$ cat src/mtcl_defs.vh
// Notes on behaviour
// lane widths 1,2,4,8; up to eight targets
// integrator picks smallest covering lane width
// unassigned lanes carry idle, no image
// shared lane carries images back to back
// broadcast targets start and finish together
// master generates shift clock for everyone
// first source select follows load-complete
// data sent: drive cascade select low
// cascade hand-off within one clock period
// no load-complete rise: drop chain enable
// low chain enable resets every target
// any error halts and reloads whole chain
// jtag reload instruction pulses reload request
// only first source drives reconfiguration input
// load-complete and status lines joined chain-wide
// user mode 299 init clocks after load-complete
// init clock internal or user start-up clock
// wait 64 or 16 shift clocks for done
// restart once status high after reset timeout
// one bit per active lane per edge
`ifndef MTCL_DEFS_VH
`define MTCL_DEFS_VH
`define MTCL_WAIT_ENH      8'd64
`define MTCL_WAIT_SIMPLE   8'd16
`define MTCL_INIT_CYCLES   9'd299
`define MTCL_CLK_NS        50
`define MTCL_TIMEOUT_NS    40000
`define MTCL_RELOAD_CYC    8'd40
`define MTCL_LANE_MAX      4'd8
`define MTCL_SHIFT_DIV     4'd4
`endif

$ cat src/mtcl_fifo.v
`timescale 1ns/100ps
`default_nettype none
// ----------------------------------------
// word fifo between image store and shifter
// ----------------------------------------
module mtcl_fifo #(
    parameter WIDTH = 8,
    parameter DEPTH = 32,
    parameter AW    = 5
) (
    input  wire             mclk,
    input  wire             reset,
    input  wire             flush,
    input  wire [WIDTH-1:0] in_data,
    input  wire             in_valid,
    output wire             in_ready,
    output wire [WIDTH-1:0] out_data,
    output wire             out_valid,
    input  wire             out_ready
);
    reg [WIDTH-1:0] mem [0:DEPTH-1];   // storage
    reg [AW-1:0]    wr_ptr;            // write index
    reg [AW-1:0]    rd_ptr;            // read index
    reg [AW:0]      count;             // fill level
    reg             room;              // not full, kept in a flop
    wire            push;
    wire            pop;
    assign in_ready  = room;
    assign out_valid = (count != {(AW+1){1'b0}});
    assign out_data  = mem[rd_ptr];
    assign push      = in_valid & in_ready;
    assign pop       = out_valid & out_ready;
    // pointers and level; flush empties in one cycle
    always @(posedge mclk or posedge reset) begin
        if (reset) begin
            room   <= 1'b1;
            wr_ptr <= {AW{1'b0}};
            rd_ptr <= {AW{1'b0}};
            count  <= {(AW+1){1'b0}};
        end else if (flush) begin
            room   <= 1'b1;
            wr_ptr <= {AW{1'b0}};
            rd_ptr <= {AW{1'b0}};
            count  <= {(AW+1){1'b0}};
        end else begin
            if (push) wr_ptr <= wr_ptr + 1'b1;
            if (pop) rd_ptr <= rd_ptr + 1'b1;
            if (pop) room <= 1'b1;
            else if (push && count == DEPTH[AW:0] - 1'b1) room <= 1'b0;
            if (push & ~pop) count <= count + 1'b1;
            else if (pop & ~push) count <= count - 1'b1;
        end
    end
    // memory has no reset, data only
    always @(posedge mclk) begin
        if (push) mem[wr_ptr] <= in_data;
    end
endmodule // mtcl_fifo
`default_nettype wire

$ cat src/mtcl_loader.v
`timescale 1ns/100ps
`default_nettype none
`include "mtcl_defs.vh"
// ----------------------------------------
// serial configuration source, one of a cascade
// ----------------------------------------
module mtcl_loader #(
    parameter LANES    = 8,           // active lanes: 1, 2, 4 or 8
    parameter MAX_LEN  = 32,          // words in the longest lane
    parameter ENHANCED = 1            // 1: 64 clock wait, 0: 16
) (
    input  wire             mclk,
    input  wire             reset,
    input  wire             is_master,           // drives shift clock
    input  wire             user_clock_select,   // init clock from user pin
    input  wire             user_startup_clock,  // asynchronous pin
    input  wire             ext_shift_clock,     // shift clock from master
    input  wire             source_select_low,   // asynchronous pin
    input  wire             chain_enable_in,     // asynchronous pin
    input  wire             load_done_in,        // shared load-complete
    input  wire             status_in,           // shared status line
    input  wire             jtag_reload,         // one-cycle instruction strobe
    input  wire [7:0]       lane_mask,           // populated lanes
    input  wire [LANES*8-1:0] lane_len,          // words per lane
    input  wire [7:0]       word_data,           // image words, lane-interleaved
    input  wire             word_valid,
    output wire             word_ready,
    output reg              serial_shift_clock,
    output reg  [7:0]       serial_lanes,        // bit 0 is serial_lane_zero
    output reg              cascade_select_out,
    output reg              chain_enable_out,
    output reg              reload_request_low,
    output reg              user_mode,
    output reg              load_error
);
    localparam ST_IDLE = 3'd0;
    localparam ST_SEND = 3'd1;
    localparam ST_WAIT = 3'd2;
    localparam ST_INIT = 3'd3;
    localparam ST_FAIL = 3'd4;
    localparam ST_DONE = 3'd5;

    // ----------------------------------------
    // three-stage synchronisers for pins
    // ----------------------------------------
    reg [2:0] sy_sel;   // source select
    reg [2:0] sy_done;  // load complete
    reg [2:0] sy_stat;  // status
    reg [2:0] sy_ce;    // chain enable in
    reg [2:0] sy_uclk;  // user start-up clock
    reg [2:0] sy_sclk;  // external shift clock
    reg       sel_q, done_q, stat_q, ce_q, uclk_q, sclk_q;  // agreed levels
    always @(posedge mclk or posedge reset) begin
        if (reset) begin
            sy_sel <= 3'h7; sy_done <= 3'h0; sy_stat <= 3'h0;
            sy_ce <= 3'h7; sy_uclk <= 3'h0; sy_sclk <= 3'h0;
            sel_q <= 1'b1; done_q <= 1'b0; stat_q <= 1'b0;
            ce_q <= 1'b1; uclk_q <= 1'b0; sclk_q <= 1'b0;
        end else begin
            sy_sel  <= {sy_sel[1:0], source_select_low};
            sy_done <= {sy_done[1:0], load_done_in};
            sy_stat <= {sy_stat[1:0], status_in};
            sy_ce   <= {sy_ce[1:0], chain_enable_in};
            sy_uclk <= {sy_uclk[1:0], user_startup_clock};
            sy_sclk <= {sy_sclk[1:0], ext_shift_clock};
            if (sy_sel[2] == sy_sel[1]) sel_q <= sy_sel[2];
            if (sy_done[2] == sy_done[1]) done_q <= sy_done[2];
            if (sy_stat[2] == sy_stat[1]) stat_q <= sy_stat[2];
            if (sy_ce[2] == sy_ce[1]) ce_q <= sy_ce[2];
            if (sy_uclk[2] == sy_uclk[1]) uclk_q <= sy_uclk[2];
            if (sy_sclk[2] == sy_sclk[1]) sclk_q <= sy_sclk[2];
        end
    end

    // ----------------------------------------
    // image buffer in the data path
    // ----------------------------------------
    wire [7:0] fifo_data;
    wire       fifo_valid;
    reg        fifo_take;
    reg        fifo_flush;
    mtcl_fifo #(.WIDTH(8), .DEPTH(32), .AW(5)) i_mtcl_fifo (
        .mclk      (mclk),
        .reset     (reset),
        .flush     (fifo_flush),
        .in_data   (word_data),
        .in_valid  (word_valid),
        .in_ready  (word_ready),
        .out_data  (fifo_data),
        .out_valid (fifo_valid),
        .out_ready (fifo_take)
    );

    // ----------------------------------------
    // shift tick: own divider or edge of master clock
    // ----------------------------------------
    reg [3:0] div_cnt;     // divider for own shift clock
    reg       sclk_prev;   // previous agreed master clock level
    reg       uclk_prev;   // previous agreed user clock level
    reg       int_osc;     // internal init clock stand-in
    wire      own_fall = is_master & (div_cnt == `MTCL_SHIFT_DIV - 4'd1) & serial_shift_clock;
    wire      ext_fall = ~is_master & sclk_prev & ~sclk_q;
    wire      shift_tick = own_fall | ext_fall;        // data changes on falling edge
    wire      init_tick = user_clock_select ? (uclk_q & ~uclk_prev) : int_osc;
    reg [2:0] state;
    wire      running = (state == ST_SEND) | (state == ST_WAIT);
    always @(posedge mclk or posedge reset) begin
        if (reset) begin
            div_cnt <= 4'h0; serial_shift_clock <= 1'b0;
            sclk_prev <= 1'b0; uclk_prev <= 1'b0; int_osc <= 1'b0;
        end else begin
            sclk_prev <= sclk_q;
            uclk_prev <= uclk_q;
            int_osc   <= ~int_osc;
            // master drives the one shift clock of the chain
            if (is_master & running) begin
                if (div_cnt == `MTCL_SHIFT_DIV - 4'd1) begin
                    div_cnt <= 4'h0;
                    serial_shift_clock <= ~serial_shift_clock;
                end else begin
                    div_cnt <= div_cnt + 4'h1;
                end
            end else begin
                div_cnt <= 4'h0;
                serial_shift_clock <= 1'b0;
            end
        end
    end

    // ----------------------------------------
    // lane sequencer and chain control
    // ----------------------------------------
    reg [7:0]  lane_idx;    // lane whose word is next from the fifo
    reg [7:0]  word_idx;    // word position within every lane
    reg [2:0]  bit_idx;     // bit within the current words
    reg [63:0] shreg;       // current word per lane
    reg [7:0]  wait_cnt;    // shift clocks waited for done
    reg [8:0]  init_cnt;    // init clocks after done
    reg [7:0]  rst_cnt;     // reset timeout counter
    reg        filling;     // loading one word per lane
    wire [7:0] wait_max = ENHANCED ? `MTCL_WAIT_ENH : `MTCL_WAIT_SIMPLE;
    wire [7:0] max_len;
    wire [7:0] next_lanes;
    wire       enabled = ~sel_q & ce_q & stat_q;

    // longest lane decides the end of the stream
    genvar g;
    wire [7:0] len_run [0:LANES];
    assign len_run[0] = 8'h00;
    generate
        for (g = 0; g < LANES; g = g + 1) begin : g_len
            assign len_run[g+1] = (lane_mask[g] && lane_len[g*8 +: 8] > len_run[g])
                                  ? lane_len[g*8 +: 8] : len_run[g];
        end
    endgenerate
    assign max_len = len_run[LANES];

    // drained only while refilling; preloaded words survive idle
    always @* begin
        fifo_take  = (state == ST_SEND) & filling & fifo_valid;
        fifo_flush = (state == ST_FAIL) | jtag_reload | (running & ~(ce_q & stat_q));
    end

    always @(posedge mclk or posedge reset) begin
        if (reset) begin
            state <= ST_IDLE; lane_idx <= 8'h0; word_idx <= 8'h0; bit_idx <= 3'h0;
            shreg <= 64'h0; wait_cnt <= 8'h0; init_cnt <= 9'h0; rst_cnt <= 8'h0;
            filling <= 1'b1; serial_lanes <= 8'h00; cascade_select_out <= 1'b1;
            chain_enable_out <= 1'b1; reload_request_low <= 1'b1;
            user_mode <= 1'b0; load_error <= 1'b0;
        end else begin
            reload_request_low <= ~jtag_reload;
            if (jtag_reload) begin
                state <= ST_IDLE;
                cascade_select_out <= 1'b1;
                user_mode <= 1'b0;
            end else if ((!ce_q || !stat_q) && state != ST_FAIL) begin
                // chain held in reset: send and wait stop and restart after release; fail keeps timing
                if (running) state <= ST_IDLE;
                serial_lanes <= 8'h00;
                cascade_select_out <= 1'b1;
                user_mode <= 1'b0;
            end else begin
                case (state)
                ST_IDLE: begin
                    // restart once status is high again
                    chain_enable_out <= 1'b1;
                    word_idx <= 8'h0; lane_idx <= 8'h0; filling <= 1'b1;
                    bit_idx <= 3'h0; wait_cnt <= 8'h0; init_cnt <= 9'h0;
                    if (enabled && max_len != 8'h00) state <= ST_SEND;
                end
                ST_SEND: begin
                    if (filling) begin
                        // gather one word per lane, in lane order
                        if (fifo_valid) begin
                            shreg[lane_idx[2:0]*8 +: 8] <= fifo_data;
                            if (lane_idx == LANES - 1) begin
                                lane_idx <= 8'h0;
                                filling <= 1'b0;
                            end else begin
                                lane_idx <= lane_idx + 8'h1;
                            end
                        end
                    end else if (shift_tick) begin
                        serial_lanes <= next_lanes;
                        bit_idx <= bit_idx + 3'h1;
                        if (bit_idx == 3'h7) begin
                            filling <= 1'b1;
                            word_idx <= word_idx + 8'h1;
                            if (word_idx + 8'h1 == max_len) begin
                                // hand-off in the same tick keeps the stream whole
                                cascade_select_out <= 1'b0;
                                state <= ST_WAIT;
                            end
                        end
                    end
                end
                ST_WAIT: begin
                    // count shift clocks until load-complete rises
                    if (done_q) begin
                        state <= ST_INIT;
                    end else if (shift_tick) begin
                        if (wait_cnt == wait_max - 8'h1) begin
                            state <= ST_FAIL;
                        end else begin
                            wait_cnt <= wait_cnt + 8'h1;
                        end
                    end
                end
                ST_INIT: begin
                    serial_lanes <= 8'h00;
                    if (init_tick) begin
                        if (init_cnt == `MTCL_INIT_CYCLES - 9'd1) begin
                            state <= ST_DONE;
                            user_mode <= 1'b1;
                        end else begin
                            init_cnt <= init_cnt + 9'd1;
                        end
                    end
                end
                ST_FAIL: begin
                    // master pulls chain enable low for the reset timeout; a non-master source drives it high
                    load_error <= 1'b1;
                    chain_enable_out <= ~is_master;
                    if (rst_cnt == `MTCL_RELOAD_CYC) begin
                        rst_cnt <= 8'h0;
                        chain_enable_out <= 1'b1;
                        state <= ST_IDLE;
                    end else begin
                        rst_cnt <= rst_cnt + 8'h1;
                    end
                end
                ST_DONE: begin
                    load_error <= 1'b0;
                    if (!done_q) state <= ST_IDLE;
                end
                default: state <= ST_IDLE;
                endcase
            end
        end
    end

    // ----------------------------------------
    // per-lane bit select; empty or ended lanes idle low
    // ----------------------------------------
    generate
        for (g = 0; g < 8; g = g + 1) begin : g_lane
            if (g < LANES) begin : g_on
                assign next_lanes[g] = lane_mask[g] && (word_idx < lane_len[g*8 +: 8])
                                       ? shreg[g*8 + 7 - bit_idx] : 1'b0;
            end else begin : g_off
                assign next_lanes[g] = 1'b0;
            end
        end
    endgenerate
endmodule // mtcl_loader
`default_nettype wire

$ cat config.mk
export PLATFORM = sky130hd
export DESIGN_NAME = mtcl_loader
export DESIGN_NICKNAME = d
export VERILOG_FILES = /design/src/mtcl_fifo.v /design/src/mtcl_loader.v
export VERILOG_INCLUDE_DIRS = /design/src
export SDC_FILE = /design/constraint.sdc
export NUM_CORES = 1
export LEC_CHECK = 0
export BUFFER_PORTS_ARGS = -buffer_cell sky130_fd_sc_hd__buf_2
export CORE_UTILIZATION = 50
export DETAILED_ROUTE_END_ITERATION = 10
export PLACE_DENSITY = 0.7
export SYNTH_ARGS = -nofsm -noshare
export SYNTH_HDL_FRONTEND = slang
export SYNTH_SLANG_ARGS = --single-unit
$ cat constraint.sdc
create_clock -name mclk -period 6.4 [get_ports mclk]
set_clock_uncertainty 0.1 [all_clocks]
set_input_delay 1.92 -clock mclk [delete_from_list [all_inputs] [get_ports mclk]]
set_output_delay 1.92 -clock mclk [all_outputs]
set_load 0.03 [all_outputs]
==> out/results.tsv, run 1 <==
stage	metric	value	unit
placed_design	place_area	25500	um^2
power_and_ir_drop	switchingPower	2.59	mW
final_layout	seqCellArea	12100	um^2
critical_path	crit_fanout	9	
critical_path	crit_slowest_cell	or4_4	
cts	clock_sinks	430	
power_and_ir_drop	ir_drop	0.000264	V
die	die_area	45700	um^2
timing	fin_crit	13.81	ns
logic_synthesis	yosysTopAreaCell	edfxtp_1	
logic_synthesis	synth_top_area_share	34.3	%
logic_synthesis	synth.area.top_cells	edfxtp_1, dfrtp_1, mux4_2	
cts	cts_buffers	44	
power_and_ir_drop	p_int	5.79	mW
timing	finalSetupTns	-22.11	ns
logic_synthesis	synth.distinct_cells	102	
power_and_ir_drop	power_frac_clock	29.2	%
logic_synthesis	yosys_most_used_dff	edfxtp_1	
timing	rsz0062_at_grt	yes	
routing	dr.pass1.iters	6	
power_and_ir_drop	swShare	30.9	%
final_layout	post-route-util	62.4	%
routing	avgViaCountPerCell	5.80	
final_layout	area_growth	23.2	%
power_and_ir_drop	pwr-share-seq	38.4	%
cts	cts_root_buf	clkbuf_16	
critical_path	cp-start-kind	primary input	
power_and_ir_drop	combPwrFrac	32.4	%
final_layout	antenna_cells	0	
final_layout	layout-drive-gt1-share	35.2	%
critical_path	cp.arrival	14.16	ns
timing	slew_headroom	24.1	%
outcome	outcome	complete, but fails checks	
power_and_ir_drop	leakagePower	11.3	nW
cts	cts_buffer_depth	3	
critical_path	required	6.75	ns
logic_synthesis	synthesis.area	22400	um^2
global_route	overflow	0	
critical_path	rrSetupSlack	2.37	ns
outcome	violations	negative setup slack	
global_route	grt_pass1_vias	16100	
logic_synthesis	async_flop_share	40.5	%
timing	final.period_utilization	216	%
logic_synthesis	syn-instance-count	1728	
logic_synthesis	yosys_warnings	0	
global_route	grt-busiest-layer	met2	
routing	dr_total_vias	15900	
die	start_util	50.7	%
die	rows	77	
die	core_area	44200	um^2
logic_synthesis	synth_seq_area_share	53.8	%
cts	clkLatencyLatePin	0.59	ns
logic_synthesis	synth_edf_count	256	
routing	wl	56400	um
global_route	grt_util_all_layers	25.1	%
logic_synthesis	ys_seq_elements	430	
critical_path	slowest_delay	0.51	ns
global_route	grtUsageMet3	3.16	%
timing	setup_viol	3	
timing	setup_slack	-7.41	ns
cts	cts_tree	built	
routing	wl_per_cell	20.6	um
routing	drc_errors	0	
routing	drt_iter0_markers	1132	
logic_synthesis	synth_commonest_cells	edfxtp_1, dfrtp_1, nor2_1	
final_layout	multi_input_area	10300	um^2
routing	ant_nets	0	
critical_path	critical_path_class	primary input to flip-flop	
cts	cts_hold_buf	0	
power_and_ir_drop	design_power_total	8.38	mW
final_layout	finalNetCount	2326	
cts	cts_max_level	2	
final_layout	fillers	3307	
critical_path	end_kind	flip-flop	
global_route	grt_max_degree	175	
global_route	gr-usage-met2	42.5	%
global_route	grt_pass1_wl	87800	um
logic_synthesis	synth.avg_cell_area	13.0	um^2
timing	fmax	0.0724	GHz
cts	cts.clk_slew.worst_paths	0.06	ns
final_layout	design_area	27600	um^2
critical_path	cp_common_cell	buf_4	
placed_design	routabilityCongestion	1.01	
hold_path	holdCritPathClass	flip-flop to flip-flop	
placed_design	numPortBuffers	106	
die	die_width	214	um
global_route	grt_use_met1	34.2	%
die	io_pins	107	
timing	drv_slew	0	
timing	worst_slew_pin_slew	1.13	ns
timing	hold_viol	0	
job	max-cap-violations	0	
global_route	antenna_found_initial	0	
logic_synthesis	yosysMostFrequentCell	edfxtp_1	
placed_design	dp_hpwl	39300	um
die	die_h	214	um
power_and_ir_drop	p_per_area	304	nW/um^2
logic_synthesis	syn-num-nets	1944	
placed_design	dp_worst_setup_slack	-8.49	ns
[critical path, delay by kind of cell]
family	cells	cell delay (ns)
AOI/OAI and AO/OA	28	4.27
xor gates and xnor gates	1	0.24
adders and majority gates	6	1.63
buffers and inverters	20	2.40
muxes	4	0.97
and+or+nand+nor	18	2.70
[flip-flops by register name, summed over array words and instances (netlist names), 5 cells and up]
register and count:
word_idx 8, i_mtcl_fifo.wr_ptr 5, i_mtcl_fifo.mem 256, i_mtcl_fifo.count 6
shreg 64, init_cnt 9, rst_cnt 8, serial_lanes 8
wait_cnt 8, lane_idx 8, i_mtcl_fifo.rd_ptr 5
[metal layers]
metal	vias to the layer above	part of all wire, %
li1	7328	-
met1	7921	43
met2	513	49
met3	107	5.6
met4	0	2.2
met5	-	0
[final timing paths]
kind,from,endpoint,cells after the start
max,lane_mask[0],state[0],77
min,sy_uclk[0],sy_uclk[1],0
max reg2reg,i_mtcl_fifo.rd_ptr[0],shreg[60],6
min reg2reg,sy_uclk[0],sy_uclk[1],0
max in group asynchronous,reset,wait_cnt[4],3
min in group asynchronous,reset,shreg[13],3
[placed cells by master, fill, tap and decap left out, types with 18 or more instances in the layout]
master | netlist | final
mux4_2 | 96 | 96
mux2_2 | 55 | 54
nand2b_1 | 22 | 22
edfxtp_1 | 256 | 256
inv_1 | 121 | 117
clkbuf_16 | 0 | 44
o21ai_0 | 70 | 52
mux2i_1 | 36 | 29
xor2_1 | 21 | 20
nand4_1 | 24 | 24
buf_4 | 0 | 276
buf_2 | 0 | 105
ha_1 | 123 | 110
a21oi_1 | 65 | 52
dfrtp_1 | 161 | 159
xnor2_1 | 30 | 30
nor3_1 | 44 | 41
a21o_1 | 18 | 18
nand3_1 | 36 | 31
nor2_1 | 131 | 127
nand2_1 | 98 | 88
[repair_timing]
item / in CTS / in global routing
gates resized for setup: 44 / 47
endpoints found under the setup margin: 3 / 3
pin swaps: 40 / 42
setup buffers: 29 / 7
gates cloned: 3 / 0
[cell families after synthesis]
group           Yosys count  share of synthesized area, %
mux                     188                          14.1
fa+ha+maj               132                          7.33
flops                   430                          53.8
buf+inv                 176                          2.98
simple gates            440                          9.73
compound gates          310                          9.95
xor+xnor                 52                          2.09
[power by group through the flow]
stage,combinational (mW),sequential [mW],clock (mW)
after CTS,2.59,3.22,2.50
after detailed placement,2.42,3.27,0
after global routing,2.94,3.24,2.59
after global placement,2.37,3.27,0
after floorplan,1.65,3.15,0
final,2.72,3.21,2.45
[per-stage QoR]
step	cells	hold slack, ns
after floorplan	1728	0.231
after global placement	2618	0.232
after detailed placement	2618	0.240
after CTS	2727	0.256
after global routing	2734	0.258
final	2734	0.250
[cell type report]
| class | count | area share, % |
|---|---|---|
| clock inverters | 22 | 0.780 |
| clock buffers | 56 | 4.26 |
| multi-input cells | 1125 | 37.2 |
| flip-flops and latches | 430 | 43.7 |
| well taps | 592 | 2.68 |
| repair buffers | 386 | 9.65 |
| inverters | 123 | 1.73 |
Power figures use the tool's default switching activity.
==> run 2, diff against run 1 <==
CORE_UTILIZATION = 55   (was 50)
PLACE_DENSITY = 0.73   (was 0.7)
clock period = 14.3 ns   (was 6.4 ns; I/O delays follow)
==> run 2 against run 1 <==
Net effect: the flow still finishes with violations (negative setup slack); power is 54% lower; final area fell by 0.86%; routed wire length grew 2.3%; combinational power is 56% lower; highest routed layer unchanged; largest power group unchanged; final cell count is 3.9% lower; sequential cell count unchanged.
==> out/results.tsv, run 2 (synthesis gave the netlist of run 1 again) <==
stage	metric	value	unit	change
outcome	outcome	complete, but fails checks		
outcome	violations	negative setup slack		
final_layout	layout-drive-gt1-share	34.1	%	-1.1 points
job	max-cap-violations	0		unchanged
timing	slew_headroom	32.7	%	+8.6 points
final_layout	final_cell_mix	edfxtp_1, buf_4, dfrtp_1		
hold_path	hold_start	sy_sclk[0]		
cts	cts_root_buf	clkbuf_16		
routing	dr.pass1.iters	5		-1
critical_path	crit_slowest_cell	or4_4		
routing	dr_total_vias	16000		+0.58%
power_and_ir_drop	switchingPower	1.18	mW	-55%
critical_path	required	14.70	ns	+7.95 ns
die	die_width	204	um	-4.6%
die	io_pins	107		unchanged
routing	drt_iter0_markers	1295		+14%
power_and_ir_drop	power_frac_clock	30.8	%	+1.6 points
global_route	antenna_found_initial	3		+3
global_route	grt_util_all_layers	28.0	%	+2.8 points
power_and_ir_drop	p_int	2.64	mW	-54%
critical_path	r2r-end	shreg[34]		
cts	cts_max_level	2		unchanged
routing	avgViaCountPerCell	6.07		+4.6%
power_and_ir_drop	combPwrFrac	31.7	%	-0.7 points
die	core_area	39900	um^2	-9.7%
final_layout	layoutNonFillerInstCount	2628		-3.9%
final_layout	final_common_cell	edfxtp_1		
die	die_h	204	um	-4.6%
hold_path	worstHoldPathCells	0		unchanged
routing	drc_errors	0		unchanged
routing	wl_per_cell	21.9	um	+6.4%
critical_path	cp-start-kind	primary input		
power_and_ir_drop	ir_drop	0.000138	V	-48%
cts	cts_hold_buf	0		unchanged
placed_design	routabilityCongestion	0.986		-2.1%
die	die_area	41500	um^2	-9.0%
global_route	grt_pass1_vias	16300		+1.1%
timing	fin_crit	16.61	ns	
hold_path	holdCritPathClass	flip-flop to flip-flop		
critical_path	reg2reg_depth	7		+1
cts	clock_sinks	430		unchanged
global_route	grt_pass1_wl	89400	um	+1.9%
timing	hold_viol	0		unchanged
final_layout	top_register	i_mtcl_fifo.mem		
hold_path	min_to	sy_sclk[1]		
power_and_ir_drop	p_per_area	139	nW/um^2	-54%
timing	worst_slew_pin_slew	0.999	ns	-0.128 ns
timing	drv_slew	0		unchanged
critical_path	crit-reg2reg-launch	state[0]		
cts	cts_buffer_depth	3		unchanged
cts	clkLatencyLatePin	0.59	ns	about the same
routing	ant_nets	0		unchanged
critical_path	cp.arrival	17.01	ns	+2.85 ns
placed_design	dp_worst_setup_slack	-3.04	ns	+5.45 ns
final_layout	largest_register_ff_count	256		unchanged
critical_path	crit_fanout	7		-2
placed_design	dp_hpwl	38300	um	-2.7%
final_layout	top_regs	i_mtcl_fifo.mem x256, shreg x64, init_cnt x9		
cts	cts_buffers	45		+2.3%
global_route	grt_max_degree	76		-57%
timing	rsz0062_at_grt	yes		
cts	cts.clk_slew.worst_paths	0.06	ns	about the same
die	start_util	56.1	%	+5.5 points
placed_design	numPortBuffers	106		unchanged
placed_design	place_area	25000	um^2	-2.0%
critical_path	rrSetupSlack	10.22	ns	+7.85 ns
power_and_ir_drop	leakagePower	11.1	nW	-1.1%
final_layout	area_growth	22.1	%	
power_and_ir_drop	swShare	30.8	%	-0.054 points
placed_design	place_inst	2496		-4.7%
final_layout	finalNetCount	2281		-1.9%
timing	fmax	0.0602	GHz	
final_layout	design_area	27400	um^2	-0.86%
critical_path	end_kind	flip-flop		
critical_path	critical_path_class	primary input to flip-flop		
routing	wl	57700	um	+2.3%
critical_path	slowest_delay	0.54	ns	+0.03 ns
timing	final.period_utilization	116	%	
cts	cts_tree	built		
timing	setup_slack	-2.31	ns	+5.09 ns
power_and_ir_drop	pwr-share-seq	37.5	%	-0.9 points
timing	setup_viol	3		unchanged
global_route	overflow	0		unchanged
die	rows	73		-5.2%
## run 2: worst max-delay path by stage
stage            startpoint            endpoint  slack (ns)  depth (start not counted)
2_1_floorplan  lane_mask[0]            state[0]       -2.27                         73
3_3_place_gp   lane_mask[0]            state[0]       -2.45                         70
3_5_place_dp   lane_mask[0]            state[0]       -3.04                         74
4_1_cts        lane_mask[0]            state[0]       -1.88                         73
5_1_grt        lane_mask[0]  cascade_select_out       -2.90                         73
6_report       lane_mask[0]  cascade_select_out       -2.31                         73
## run 2: area by class of cell
type | instances | area, um^2
Fill cell | 2731 | 12600
Sequential cell | 430 | 12100
Multi-Input combinational cell | 1124 | 10300
Timing Repair Buffer | 341 | 2360
Clock buffer | 56 | 1220
Tap cell | 525 | 657
Inverter | 123 | 479
Clock inverter | 26 | 278
Antenna cell | 3 | 7.51
## run 2: power groups by stage
stage	combinational, mW	sequential [mW]	clock (mW)
final	1.21	1.43	1.17
after global routing	1.30	1.44	1.24
after CTS	1.14	1.43	1.19
after detailed placement	1.08	1.45	0
after global placement	1.05	1.45	0
after floorplan	0.738	1.41	0
## run 2: through the flow
step           hold WS, ns  setup TNS [ns]  power [mW]  util [%]
6_report             0.247           -6.83        3.81      68.5
5_1_grt              0.258           -8.64        3.98      68.5
4_1_cts              0.249           -5.47        3.76      67.3
3_5_place_dp         0.236           -8.96        2.53      62.6
3_3_place_gp         0.233           -7.18        2.50      62.6
2_1_floorplan        0.231           -6.60        2.15         -
## run 2: what timing repair did
item,CTS,global route
gates resized for setup,38,62
cloned,2,1
endpoints found under the setup margin,3,3
pin swaps,44,60
setup buffers,25,19
## run 2: routing by layer
metal  routed length, um  part of all wire [%]  vias to the layer above  global-route usage [%]
met2               28200                    49                      597                    46.5
met5                   0                     0                        -                       0
met1               23600                    41                     7979                    37.9
met3                3880                   6.7                      145                    4.07
li1                    -                     -                     7240                       -
met4                1930                   3.3                        0                    9.72
## run 2: critical path, delay by kind of cell
family / cells / cell delay, ns
xor gates and xnor gates: 1 / 0.22
muxes: 5 / 1.24
adders and majority gates: 7 / 1.90
AOI/OAI and AO/OA: 27 / 4.28
buffers and inverters: 10 / 1.21
and+or+nand+nor: 23 / 3.86
